File: src/design/mid_pkg.sv
// package: constants, field layout and types of the instruction decoder
package mid_pkg;

  // ---------------------------------------------------------------
  // timing
  // ---------------------------------------------------------------
  localparam int         OSC_PER_CYC = 4;
  localparam logic [1:0] PH_FIRST    = 2'h0;
  localparam logic [1:0] PH_LAST     = 2'(OSC_PER_CYC - 1);

  // ---------------------------------------------------------------
  // word layout
  // ---------------------------------------------------------------
  localparam int WORD_W    = 16;
  localparam int W_MSB     = WORD_W - 1;
  localparam int NIB_LSB   = 12;
  localparam int TOP5_LSB  = 11;
  localparam int TOP6_LSB  = 10;
  localparam int TOP7_LSB  = 9;
  localparam int HI_LSB    = 8;
  localparam int TOP14_LSB = 2;
  localparam int TOP15_LSB = 1;
  localparam int F_MSB     = 7;
  localparam int A_POS     = 8;
  localparam int D_POS     = 9;
  localparam int B_LSB     = 9;
  localparam int B_MSB     = 11;
  localparam int SUB_POS   = 11;
  localparam int OPX_LSB   = 10;
  localparam int OPX_MSB   = 11;
  localparam int K8_MSB    = 7;
  localparam int K4_MSB    = 3;
  localparam int FSR_LSB   = 4;
  localparam int FSR_MSB   = 5;
  localparam int N11_MSB   = 10;
  localparam int N8_MSB    = 7;
  localparam int S_RET_POS = 0;
  localparam int S_CAL_POS = 8;
  localparam int MM_MSB    = 1;
  localparam int OP2_MSB   = 11;

  // ---------------------------------------------------------------
  // opcode codes
  // ---------------------------------------------------------------
  localparam logic [3:0]  NIB_MISC  = 4'h0;
  localparam logic [3:0]  NIB_BYTE6 = 4'h6;
  localparam logic [3:0]  NIB_BTG   = 4'h7;
  localparam logic [3:0]  NIB_BSF   = 4'h8;
  localparam logic [3:0]  NIB_BCF   = 4'h9;
  localparam logic [3:0]  NIB_BTFSS = 4'ha;
  localparam logic [3:0]  NIB_BTFSC = 4'hb;
  localparam logic [3:0]  NIB_MOVFF = 4'hc;
  localparam logic [3:0]  NIB_BRA   = 4'hd;
  localparam logic [3:0]  NIB_E     = 4'he;
  localparam logic [3:0]  NIB_OP2   = 4'hf;
  localparam logic [3:0]  NIB_INFS  = 4'h4;
  localparam logic [1:0]  OPX_SKIP  = 2'h3;
  localparam logic [7:0]  HI_CTRL   = 8'h00;
  localparam logic [7:0]  HI_MOVLB  = 8'h01;
  localparam logic [7:0]  HI_RETLW  = 8'h0c;
  localparam logic [4:0]  T5_LIT    = 5'h01;
  localparam logic [6:0]  T7_MULWF  = 7'h01;
  localparam logic [5:0]  T6_DECF   = 6'h01;
  localparam logic [4:0]  T5_BCOND  = 5'h1c;
  localparam logic [5:0]  T6_EXT    = 6'h3a;
  localparam logic [7:0]  HI_MOVSX  = 8'heb;
  localparam logic [7:0]  HI_LFSR   = 8'hee;
  localparam logic [6:0]  T7_CALL   = 7'h76;
  localparam logic [7:0]  HI_GOTO   = 8'hef;
  localparam logic [1:0]  LFSR_PAD  = 2'h0;
  localparam logic [13:0] T14_TBLRD = 14'h0002;
  localparam logic [13:0] T14_TBLWT = 14'h0003;
  localparam logic [14:0] T15_RETFI = 15'h0008;
  localparam logic [14:0] T15_RETRN = 15'h0009;
  localparam logic [15:0] W_CALLW   = 16'h0014;

  // ---------------------------------------------------------------
  // types
  // ---------------------------------------------------------------
  typedef enum logic [2:0] {
    CL_NOP  = 3'b000,
    CL_BYTE = 3'b001,
    CL_BIT  = 3'b010,
    CL_LIT  = 3'b011,
    CL_CTRL = 3'b100
  } mid_class_t;

  typedef enum logic [1:0] {
    TB_KEEP    = 2'b00,
    TB_POSTINC = 2'b01,
    TB_POSTDEC = 2'b10,
    TB_PREINC  = 2'b11
  } mid_tbl_t;

  typedef enum logic [0:0] {
    ST_EXEC = 1'b0,
    ST_OPND = 1'b1
  } mid_state_t;

  typedef struct packed {
    logic [1:0] phase;
    logic       cyc_en;
  } mid_phase_t;

  typedef struct packed {
    mid_state_t  st;
    logic        pend_jump;
    logic        pend_cond;
    logic        ins_valid;
    logic        op2_valid;
    logic        nop_cycle;
    mid_class_t  cls;
    logic [7:0]  opcode;
    logic        ext;
    logic        two_word;
    logic        pc_change;
    logic        cond;
    logic [7:0]  file_addr;
    logic        dest_file;
    logic        bsr_bank;
    logic [2:0]  bit_num;
    logic [7:0]  literal;
    logic [1:0]  fsr_sel;
    logic [10:0] prog_off;
    logic        fast;
    mid_tbl_t    tbl_mode;
    logic [11:0] op2_data;
  } mid_dec_t;

endpackage

File: src/design/mid_phase.sv
// instruction cycle sequencer: four oscillator periods per cycle
`timescale 1ns/1ps
module mid_phase (
  // clock and reset
  input  wire logic       clk,
  input  wire logic       rst_b,
  // cycle timing
  output logic [1:0]      phase,
  output logic            cyc_en
);
  import mid_pkg::*;

  mid_phase_t s_r;
  mid_phase_t s_nxt;

  always_comb begin
    s_nxt        = s_r;
    s_nxt.phase  = s_r.phase + 2'h1;
    s_nxt.cyc_en = (s_nxt.phase == PH_LAST);
  end

  always_ff @(posedge clk or negedge rst_b) begin
    if (!rst_b) begin
      s_r <= '0;
    end else begin
      s_r <= s_nxt;
    end
  end

  assign phase  = s_r.phase;
  assign cyc_en = s_r.cyc_en;
endmodule

File: src/design/mid_decoder.sv
// instruction fetch and decode for an 8-bit microcontroller core
// ------------------------------------------------------------------
// Behaviour
// - one 16-bit word, five two-word instructions
// - split word into opcode and operand fields
// - classify byte, bit, literal, control
// - byte ops: register, destination, access bits
// - d=0 to working register, d=1 file
// - bit ops: register, bit number, access bit
// - literal ops: constant, pointer select, none
// - control: address, fast bit, table mode
// - lone second word executes as no-operation
// - taken condition or jump adds one NOP
// - two-word instructions take two cycles
// - instruction cycle is four oscillator periods
// - 75 core plus 8 extended instructions
// - a=0 access bank, a=1 bank select
// - fast bit selects shadow save/restore
// - four table pointer update modes
// ------------------------------------------------------------------
`timescale 1ns/1ps
module mid_decoder (
  // clock and reset
  input  wire logic                    clk,
  input  wire logic                    rst_b,
  // program memory
  input  wire logic [15:0]             prog_word,
  output logic                         fetch_adv,
  // execute feedback
  input  wire logic                    cond_true,
  // slot strobes
  output logic                         ins_valid,
  output logic                         op2_valid,
  output logic                         nop_cycle,
  // decoded instruction
  output mid_pkg::mid_class_t          ins_class,
  output logic [7:0]                   ins_opcode,
  output logic                         ins_ext,
  output logic                         ins_two_word,
  output logic                         ins_pc_change,
  output logic                         ins_cond,
  // operand fields
  output logic [7:0]                   file_addr,
  output logic                         dest_file,
  output logic                         dest_working_register,
  output logic                         bank_from_bsr,
  output logic                         access_bank,
  output logic [2:0]                   bit_num,
  output logic [7:0]                   literal,
  output logic [1:0]                   fsr_sel,
  output logic [10:0]                  prog_off,
  output logic                         fast_mode,
  output mid_pkg::mid_tbl_t            table_mode,
  output logic [11:0]                  op2_data
);
  import mid_pkg::*;

  // ---------------------------------------------------------------
  // cycle sequencer
  // ---------------------------------------------------------------
  logic       cyc_en;
  logic [1:0] phase;

  mid_phase u_phase (
    .clk    (clk),
    .rst_b  (rst_b),
    .phase  (phase),
    .cyc_en (cyc_en)
  );

  assign fetch_adv = cyc_en;

  // ---------------------------------------------------------------
  // combinational decode of the fetched word
  // ---------------------------------------------------------------
  logic [3:0]  nib;
  logic [7:0]  hi;
  mid_class_t  d_cls;
  logic        d_jump;
  logic        d_cond;
  logic        d_two;
  logic        d_ext;
  logic        d_fast;
  mid_tbl_t    d_tbl;
  logic [7:0]  d_lit;
  logic [10:0] d_off;

  assign nib = prog_word[W_MSB:NIB_LSB];
  assign hi  = prog_word[W_MSB:HI_LSB];

  always_comb begin
    d_cls  = CL_NOP;
    d_jump = 1'b0;
    d_cond = 1'b0;
    d_two  = 1'b0;
    d_ext  = 1'b0;
    d_fast = 1'b0;
    d_tbl  = TB_KEEP;
    d_lit  = prog_word[K8_MSB:0];
    d_off  = 11'(prog_word[N8_MSB:0]);
    unique case (nib)
      NIB_MISC: begin
        if (hi == HI_MOVLB || prog_word[W_MSB:TOP5_LSB] == T5_LIT) begin
          d_cls  = CL_LIT;
          d_jump = (hi == HI_RETLW);
        end else if (prog_word[W_MSB:TOP7_LSB] == T7_MULWF ||
                     prog_word[W_MSB:TOP6_LSB] == T6_DECF) begin
          d_cls = CL_BYTE;
        end else begin
          d_cls = CL_CTRL;
          if (prog_word[W_MSB:TOP15_LSB] == T15_RETRN ||
              prog_word[W_MSB:TOP15_LSB] == T15_RETFI) begin
            d_jump = 1'b1;
            d_fast = prog_word[S_RET_POS];
          end
          if (prog_word == W_CALLW) begin
            d_jump = 1'b1;
            d_ext  = 1'b1;
          end
          if (prog_word[W_MSB:TOP14_LSB] == T14_TBLRD ||
              prog_word[W_MSB:TOP14_LSB] == T14_TBLWT) begin
            d_tbl = mid_tbl_t'(prog_word[MM_MSB:0]);
          end
        end
      end
      4'h1, 4'h2, 4'h3, NIB_INFS, 4'h5, NIB_BYTE6: begin
        d_cls  = CL_BYTE;
        d_cond = (nib == NIB_BYTE6 && !prog_word[SUB_POS]) ||
                 (nib == NIB_INFS && prog_word[SUB_POS]) ||
                 ((nib == 4'h2 || nib == 4'h3) &&
                  prog_word[OPX_MSB:OPX_LSB] == OPX_SKIP);
      end
      NIB_BTG, NIB_BSF, NIB_BCF: begin
        d_cls = CL_BIT;
      end
      NIB_BTFSS, NIB_BTFSC: begin
        d_cls  = CL_BIT;
        d_cond = 1'b1;
      end
      NIB_MOVFF: begin
        d_cls = CL_BYTE;
        d_two = 1'b1;
      end
      NIB_BRA: begin
        d_cls  = CL_CTRL;
        d_jump = 1'b1;
        d_off  = prog_word[N11_MSB:0];
      end
      NIB_E: begin
        if (prog_word[W_MSB:TOP5_LSB] == T5_BCOND) begin
          d_cls  = CL_CTRL;
          d_cond = 1'b1;
        end else if (prog_word[W_MSB:TOP6_LSB] == T6_EXT) begin
          d_ext = 1'b1;
          d_cls = (hi == HI_MOVSX) ? CL_BYTE : CL_LIT;
          d_two = (hi == HI_MOVSX);
        end else if (hi == HI_LFSR &&
                     prog_word[K8_MSB:K8_MSB-1] == LFSR_PAD) begin
          d_cls = CL_LIT;
          d_two = 1'b1;
          d_lit = 8'(prog_word[K4_MSB:0]);
        end else if (prog_word[W_MSB:TOP7_LSB] == T7_CALL ||
                     hi == HI_GOTO) begin
          d_cls  = CL_CTRL;
          d_two  = 1'b1;
          d_fast = (hi != HI_GOTO) && prog_word[S_CAL_POS];
        end else begin
          d_cls = CL_NOP;
        end
      end
      NIB_OP2: begin
        d_cls = CL_NOP;
      end
    endcase
  end

  // ---------------------------------------------------------------
  // slot sequencer and operand registers
  // ---------------------------------------------------------------
  mid_dec_t s_r;
  mid_dec_t s_nxt;
  logic     flush;

  assign flush = s_r.pend_jump || (s_r.pend_cond && cond_true);

  always_comb begin
    s_nxt           = s_r;
    s_nxt.ins_valid = 1'b0;
    s_nxt.op2_valid = 1'b0;
    s_nxt.nop_cycle = 1'b0;
    if (cyc_en) begin
      unique case (s_r.st)
        ST_OPND: begin
          s_nxt.op2_valid = 1'b1;
          s_nxt.op2_data  = prog_word[OP2_MSB:0];
          s_nxt.st        = ST_EXEC;
        end
        ST_EXEC: begin
          s_nxt.pend_jump = 1'b0;
          s_nxt.pend_cond = 1'b0;
          if (flush || nib == NIB_OP2) begin
            s_nxt.nop_cycle = 1'b1;
          end else begin
            s_nxt.ins_valid = 1'b1;
            s_nxt.cls       = d_cls;
            s_nxt.opcode    = hi;
            s_nxt.ext       = d_ext;
            s_nxt.two_word  = d_two;
            s_nxt.pc_change = d_jump;
            s_nxt.cond      = d_cond;
            s_nxt.file_addr = prog_word[F_MSB:0];
            s_nxt.dest_file = prog_word[D_POS];
            s_nxt.bsr_bank  = prog_word[A_POS];
            s_nxt.bit_num   = prog_word[B_MSB:B_LSB];
            s_nxt.literal   = d_lit;
            s_nxt.fsr_sel   = prog_word[FSR_MSB:FSR_LSB];
            s_nxt.prog_off  = d_off;
            s_nxt.fast      = d_fast;
            s_nxt.tbl_mode  = d_tbl;
            s_nxt.pend_jump = d_jump;
            s_nxt.pend_cond = d_cond;
            s_nxt.st        = d_two ? ST_OPND : ST_EXEC;
          end
        end
      endcase
    end
  end

  always_ff @(posedge clk or negedge rst_b) begin
    if (!rst_b) begin
      s_r <= '0;
    end else begin
      s_r <= s_nxt;
    end
  end

  assign ins_valid     = s_r.ins_valid;
  assign op2_valid     = s_r.op2_valid;
  assign nop_cycle     = s_r.nop_cycle;
  assign ins_class     = s_r.cls;
  assign ins_opcode    = s_r.opcode;
  assign ins_ext       = s_r.ext;
  assign ins_two_word  = s_r.two_word;
  assign ins_pc_change = s_r.pc_change;
  assign ins_cond      = s_r.cond;
  assign file_addr     = s_r.file_addr;
  assign dest_file     = s_r.dest_file;
  assign dest_working_register     = !s_r.dest_file;
  assign bank_from_bsr = s_r.bsr_bank;
  assign access_bank   = !s_r.bsr_bank;
  assign bit_num       = s_r.bit_num;
  assign literal       = s_r.literal;
  assign fsr_sel       = s_r.fsr_sel;
  assign prog_off      = s_r.prog_off;
  assign fast_mode     = s_r.fast;
  assign table_mode    = s_r.tbl_mode;
  assign op2_data      = s_r.op2_data;
endmodule

File: config.mk
export PLATFORM = sky130hd
export DESIGN_NAME = mid_decoder
export DESIGN_NICKNAME = d
export VERILOG_FILES = /design/src/design/mid_pkg.sv /design/src/design/mid_phase.sv /design/src/design/mid_decoder.sv
export SDC_FILE = /design/constraint.sdc
export NUM_CORES = 1
export LEC_CHECK = 0
export BUFFER_PORTS_ARGS = -buffer_cell sky130_fd_sc_hd__buf_2
export CORE_MARGIN = 2
export CORE_UTILIZATION = 46
export DETAILED_ROUTE_END_ITERATION = 8
export HOLD_SLACK_MARGIN = 0.06
export PLACE_DENSITY = 0.86
export SYNTH_ARGS = -nofsm -noshare
export SYNTH_HDL_FRONTEND = slang
export SYNTH_SLANG_ARGS = --single-unit
export TNS_END_PERCENT = 50
File: constraint.sdc
create_clock -name clk -period 1.4 [get_ports clk]
set_input_delay 0.35 -clock clk [delete_from_list [all_inputs] [get_ports clk]]
set_output_delay 0.35 -clock clk [all_outputs]
set_load 0.01 [all_outputs]
==> results of run 1 <==
[critical path: cells and delay by family]
kind | cells | cell delay [ns]
simple gates | 3 | 1.12
compound gates | 1 | 0.17
buf+inv | 1 | 0.09
[area by class of cell]
class                      instances  area [sq um]  area share
timing repair buffer             131         830.8      0.2458
sequential                        54          1351      0.3999
clock buffer                       5         68.82     0.02036
tap                               75         93.84     0.02777
inverter                          10         37.54     0.01111
clock inverter                     2         10.01    0.002962
multi-input combinational        131         987.2      0.2921
[how the worst min path moves through the flow]
stage,depth (start not counted),startpoint,slack (ns),to
detailed placement,2,rst_b,0.37,file_addr[0]
global placement,2,rst_b,0.36,ins_opcode[5]
finish,2,prog_word[3],0.34,op2_data[3]
CTS,2,prog_word[3],0.34,op2_data[3]
global route,2,prog_word[3],0.34,op2_data[3]
floorplan,0,rst_b,0.05,fast_mode
[report_power, final]
group	internal (uW)	switching [uW]	total (uW)	leakage (uW)
sequential	1730	98.4	1830	0.000671
clock	337	480	817	0.0000438
combinational	397	415	811	0.00102
total	2460	993	3460	0.00173
[synth_stat cells, types with 2 or more instances]
| cell | number | area, sq um |
|---|---|---|
| a21o_1 | 2 | 15.01 |
| nor3_1 | 3 | 15.01 |
| nor2_1 | 6 | 22.52 |
| nor4_1 | 2 | 12.51 |
| a22o_1 | 4 | 35.03 |
| clkbuf_1 | 7 | 26.28 |
| o31ai_1 | 2 | 15.01 |
| nand2_1 | 26 | 97.59 |
| nand3_1 | 3 | 15.01 |
| a21oi_1 | 8 | 40.04 |
| buf_2 | 6 | 30.03 |
| o21ai_0 | 8 | 40.04 |
| dfrtp_1 | 54 | 1351 |
| or4_1 | 2 | 15.01 |
| o21a_1 | 2 | 15.01 |
| inv_1 | 10 | 37.54 |
| buf_4 | 57 | 427.9 |
| nor3b_1 | 2 | 15.01 |
| mux2_2 | 25 | 281.5 |
| nand4_1 | 2 | 12.51 |
| nand2b_1 | 4 | 25.02 |
| o21ai_1 | 7 | 35.03 |
| nor2b_1 | 2 | 12.51 |
[cells by family (layout without fill, tap and decap cells)]
group	after synthesis	in the layout	synth area share
compound gates	44	44	0.1047
fa+ha+maj	1	1	0.004454
buf+inv	81	148	0.1898
flops	54	54	0.4811
mux	25	25	0.1002
simple gates	61	61	0.1198
[stage by stage]
step           area [sq um]  setup TNS [ns]
2_1_floorplan          2869          -2.407
3_3_place_gp           3171          -5.470
3_5_place_dp           3171          -6.597
4_1_cts                3298        -0.03816
5_1_grt                3379         -0.9610
6_report               3379         -0.2186
[state kept, by name (all words and copies together), names as in the netlist, 2 cells and up]
| register | cells |
|---|---|
| ins_class | 3 |
| u_phase.phase | 2 |
| op2_data | 12 |
| file_addr | 7 |
| literal | 4 |
| prog_off | 4 |
| table_mode | 2 |
| s_r | 3 |
| ins_opcode | 8 |
[timing repair]
| item | 4_1_cts | 5_1_grt |
|---|---|---|
| gates cloned | 0 | 0 |
| hold buffers | 1 | 0 |
| gates resized for setup | 3 | 14 |
| hold endpoints to repair | 54 | 0 |
| endpoints found under the setup margin | 15 | 31 |
| buffers inserted | 2 | 3 |
| pin swaps | 4 | 10 |
[routing by layer]
| metal | global-route usage | vias to the layer above | wire [um] |
|---|---|---|---|
| li1 | - | 983 | - |
| met1 | 0.2595 | 971 | 2775 |
| met3 | 0.03370 | 12 | 340 |
| met5 | 0 | - | 0 |
| met2 | 0.3089 | 72 | 2889 |
| met4 | 0.08000 | 0 | 154 |
==> impl_metrics.csv, run 1 <==
group,metric,value,unit
run_status,status,"finished, violations left",
run_status,violations,"setup timing",
clock_network,cts_buffer_depth,2,
critical_path,r2r_end,"table_mode[0]",
sta,worst_hold_slack,0.3367,ns
power_and_ir_drop,power.density,1022,nW/um^2
global_routing,grt_max_degree,55,
floorplanning,initial_core_util,0.4744,
route,wl,6160,um
sta,fin_skew,0.006082,ns
global_routing,grt_pass1_wl,9784,um
power_and_ir_drop,p_leak,0.001730,uW
sta,rsz0062_at_grt,"true",
sta,drv_slew,0,
placement,dp_slack,-0.3128,ns
placement,port_buffers,88,
logic_synthesis,synthFlopType,"dfrtp_1",
power_and_ir_drop,peakVddDrop,0.0005795,V
flow_run,cap_violations,0,
route,viasPerCell,4.995,
global_routing,grt_usage,0.1928,
finish,fin_cells,408,
logic_synthesis,syn_inst,266,
critical_path,endpoint_kind,"flip-flop",
route,ant_nets,0,
clock_network,clockRootBuffer,"clkbuf_8",
finish,final_cell_mix,"buf_2 (86), dfrtp_1 (54), buf_4 (36)",
logic_synthesis,synth_cell_types,45,
sta,period_needed,1.484,ns
floorplanning,num_rows,28,
critical_path,critPathMaxStageDelay,0.42,ns
clock_network,htree_levels,2,
critical_path,crit_slowest_cell,"or3b_4",
clock_network,cts.sinks,54,
logic_synthesis,synth_area_per_cell,10.56,sq um
sta,worst_pin_slew,0.3940,ns
finish,final_common_cell,"buf_2",
finish,num-fill-cells,517,
finish,n_antenna_cell,0,
sta,worst_slack,-0.08427,ns
critical_path,worstPathArrival,1.73,ns
placement,routabilityCongestion,0.8468,
critical_path,reg2regPathDepth,5,
critical_path,crit_required,1.65,ns
sta,timing.fmax,673.7,MHz
critical_path,crit_chain,"buf_6 > or3_4 > or3b_4 > nor4_4 > a22o_1",
route,drtIter0Drc,120,
critical_path,r2r-start,"s_r[67]",
sta,relSlewSlack,0.7355,
route,drt_pre_antenna_iters,4,
logic_synthesis,syn_area,2809,sq um
floorplanning,chipHeight,82.15,um
global_routing,antenna_found_initial,0,
critical_path,critPathCapture,"table_mode[0]",
floorplanning,dieArea,6748,sq um
logic_synthesis,async_flop_share,1.000,
worst_hold_path,hp-class,"in2reg",
logic_synthesis,ys_ff_latch,54,
floorplanning,die-width,82.15,um
sta,period_share,1.060,
sta,setup_viol,6,
finish,final_core_util,0.5708,
clock_network,cts_tree,"done",
floorplanning,coreArea,5921,sq um
global_routing,grt-ovfl-total,0,
critical_path,criticalPathCategory,"in2reg",
clock_network,cts_made_buffers,5,
placement,dpl.hpwl,4605,um
finish,layout-drive-gt1-share,0.5405,
placement,dp.cells,395,
clock_network,path_clk_slew,0.09,ns
route,routedWlPerCell,15.10,um
route,num_vias,2038,
logic_synthesis,synth_nets,286,
logic_synthesis,yosysWarnings,0,
floorplanning,pin_count,89,
finish,syn_to_final_growth,20.31,%
critical_path,crit_path_start_kind,"input port",
logic_synthesis,synth-edff-count,0,
global_routing,grt_pass1_vias,1957,
finish,nNetsFinal,353,
logic_synthesis,yosysSeqAreaShare,0.4811,
clock_network,clkLatencyLatePin,0.31,ns
route,drc_errors,0,
power_and_ir_drop,fin_total_pwr,3455,uW
critical_path,crit_start,"prog_word[5]",
critical_path,path_max_fanout,3,
sta,hold_viol,0,
critical_path,r2r_setup_slack,-0.02,ns
No activity file was read; power rests on OpenSTA's default activity.
==> run 2, diff against run 1 <==
--- a/config.mk
+++ b/config.mk
@@ -7,10 +7,11 @@
 export LEC_CHECK = 0
 export BUFFER_PORTS_ARGS = -buffer_cell sky130_fd_sc_hd__buf_2
 export CORE_MARGIN = 2
-export CORE_UTILIZATION = 46
+export CORE_UTILIZATION = 51
 export DETAILED_ROUTE_END_ITERATION = 8
 export HOLD_SLACK_MARGIN = 0.06
-export PLACE_DENSITY = 0.86
+export PLACE_DENSITY = 0.9
+export REMOVE_ABC_BUFFERS = 1
 export SYNTH_ARGS = -nofsm -noshare
 export SYNTH_HDL_FRONTEND = slang
 export SYNTH_SLANG_ARGS = --single-unit
==> constraint.sdc (replaced) <==
create_clock -name clk -period 1.7 [get_ports clk]
set_input_delay 0.425 -clock clk [delete_from_list [all_inputs] [get_ports clk]]
set_output_delay 0.425 -clock clk [all_outputs]
set_load 0.01 [all_outputs]
==> run 2 against run 1 <==
Net effect: the run now ends clean; core utilization up 1.8 points; setup slack improved by 0.24 ns; critical path depth is the same; final area decreased by 5.8%; highest routed layer unchanged.
==> impl_metrics.csv, run 2 (synthesized netlist as in run 1, its figures left out) <==
group,metric,value,unit
worst_hold_path,hp-class,"in2async",
critical_path,critPathMaxStageDelay,0.40,ns
floorplanning,chipHeight,78.22,um
sta,worst_hold_slack,0.09228,ns
route,ant_nets,0,
flow_run,cap_violations,0,
placement,port_buffers,88,
global_routing,grt_pass1_vias,1823,
placement,routabilityCongestion,0.8457,
finish,final_cell_mix,"buf_2 (88), dfrtp_1 (54), nand2_1 (26)",
floorplanning,dieArea,6118,sq um
global_routing,grt_pass1_wl,9059,um
critical_path,crit_family,"buffers and inverters",
floorplanning,initial_core_util,0.5197,
clock_network,clockRootBuffer,"clkbuf_8",
power_and_ir_drop,peakVddDrop,0.0006833,V
clock_network,cts_tree,"done",
placement,dpl.hpwl,4262,um
route,viasPerCell,5.051,
sta,setup_viol,0,
critical_path,crit_chain,"a21oi_1 > nand4_1 > buf_6 > buf_4 > o31ai_1",
critical_path,r2r-start,"s_r[67]",
route,routedWlPerCell,14.39,um
global_routing,antenna_found_initial,0,
critical_path,crit_slowest_cell,"dfrtp_1",
run_status,status,"complete, no violations",
global_routing,grt_usage,0.1880,
floorplanning,pin_count,89,
floorplanning,coreArea,5405,sq um
clock_network,cts.sinks,54,
sta,period_share,0.9090,
critical_path,worstPathArrival,1.76,ns
floorplanning,num_rows,27,
sta,worst_slack,0.1546,ns
sta,worst_pin_slew,0.5422,ns
route,drtIter0Drc,192,
critical_path,path_buf_inv,2,
finish,nNetsFinal,337,
critical_path,endpoint_kind,"flip-flop",
power_and_ir_drop,power.density,943.4,nW/um^2
global_routing,grt_max_degree,55,
critical_path,crit_required,1.92,ns
global_routing,grt-ovfl-total,0,
sta,drv_slew,0,
route,wl,5596,um
placement,dp_slack,-0.1376,ns
sta,fin_skew,0.006532,ns
critical_path,criticalPathCategory,"reg2reg",
sta,period_needed,1.545,ns
placement,dp.cells,382,
sta,hold_viol,0,
finish,fin_area,3184,sq um
sta,relSlewSlack,0.6377,
finish,layout-drive-gt1-share,0.4826,
route,drt_pre_antenna_iters,4,
sta,fin_setup_tns,0,ns
clock_network,clkLatencyLatePin,0.31,ns
critical_path,crit_start,"s_r[67]",
critical_path,crit_path_start_kind,"flip-flop",
sta,rsz0062_at_grt,"false",
finish,syn_to_final_growth,13.36,%
clock_network,htree_levels,2,
floorplanning,die-width,78.22,um
route,num_vias,1965,
finish,final_common_cell,"buf_2",
power_and_ir_drop,p_leak,0.001635,uW
critical_path,path_max_fanout,19,
route,drc_errors,0,
finish,largest_reg_flops,12,
clock_network,cts_made_buffers,5,
clock_network,cts_buffer_depth,2,
placement,placed_area,3059,sq um
finish,n_antenna_cell,0,
finish,fin_cells,389,
sta,timing.fmax,647.1,MHz
clock_network,path_clk_slew,0.09,ns
[run 2: per-layer routing]
| layer | up-vias | global-route usage | part of all wire |
|---|---|---|---|
| met5 | - | 0 | 0 |
| met3 | 8 | 0.04828 | 0.067 |
| li1 | 947 | - | - |
| met1 | 936 | 0.2532 | 0.42 |
| met4 | 0 | 0.06316 | 0.014 |
| met2 | 74 | 0.2983 | 0.50 |
[run 2: repair_timing]
item                       4_1_cts  5_1_grt
gates resized for setup          0        2
setup endpoints to repair        0        2
hold endpoints to repair         0        0
hold buffers                     0        0
setup buffers                    0        0
[run 2: cell type report]
class                   instances  area [sq um]
fillers                       468          2221
flip-flops and latches         54          1351
multi-input cells             131         933.4
repair buffers                115         659.4
well taps                      72         90.09
clock buffers                   6         82.58
inverters                      10         37.54
clock inverters                 1         30.03
[run 2: final timing paths]
path | end | slack, ns | cells past startpoint
worst max-delay path | ins_class[0] | 0.15 | 5
worst min-delay path | op2_data[4] | 0.09 | 2
worst max register to register | ins_class[0] | 0.15 | 5
worst min register to register | u_phase.phase[0] | 0.42 | 1
max in group asynchronous | ins_class[1] | 1.36 | 2
min in group clk | op2_data[3] | 0.39 | 2
[run 2: per-stage QoR]
stage                     power, uW  utilization
after global routing           3131       0.5891
after floorplan                1797            -
after global placement         2140       0.5660
after CTS                      3024       0.5868
final                          3004       0.5891
after detailed placement       2166       0.5660
[run 2: where the power goes]
group	internal, uW	total (uW)	leakage (uW)	switching (uW)
Sequential	1420	1510	0.000671	82.2
Combinational	297	629	0.000907	332
Clock	471	869	0.0000573	398
Total	2190	3000	0.00163	812
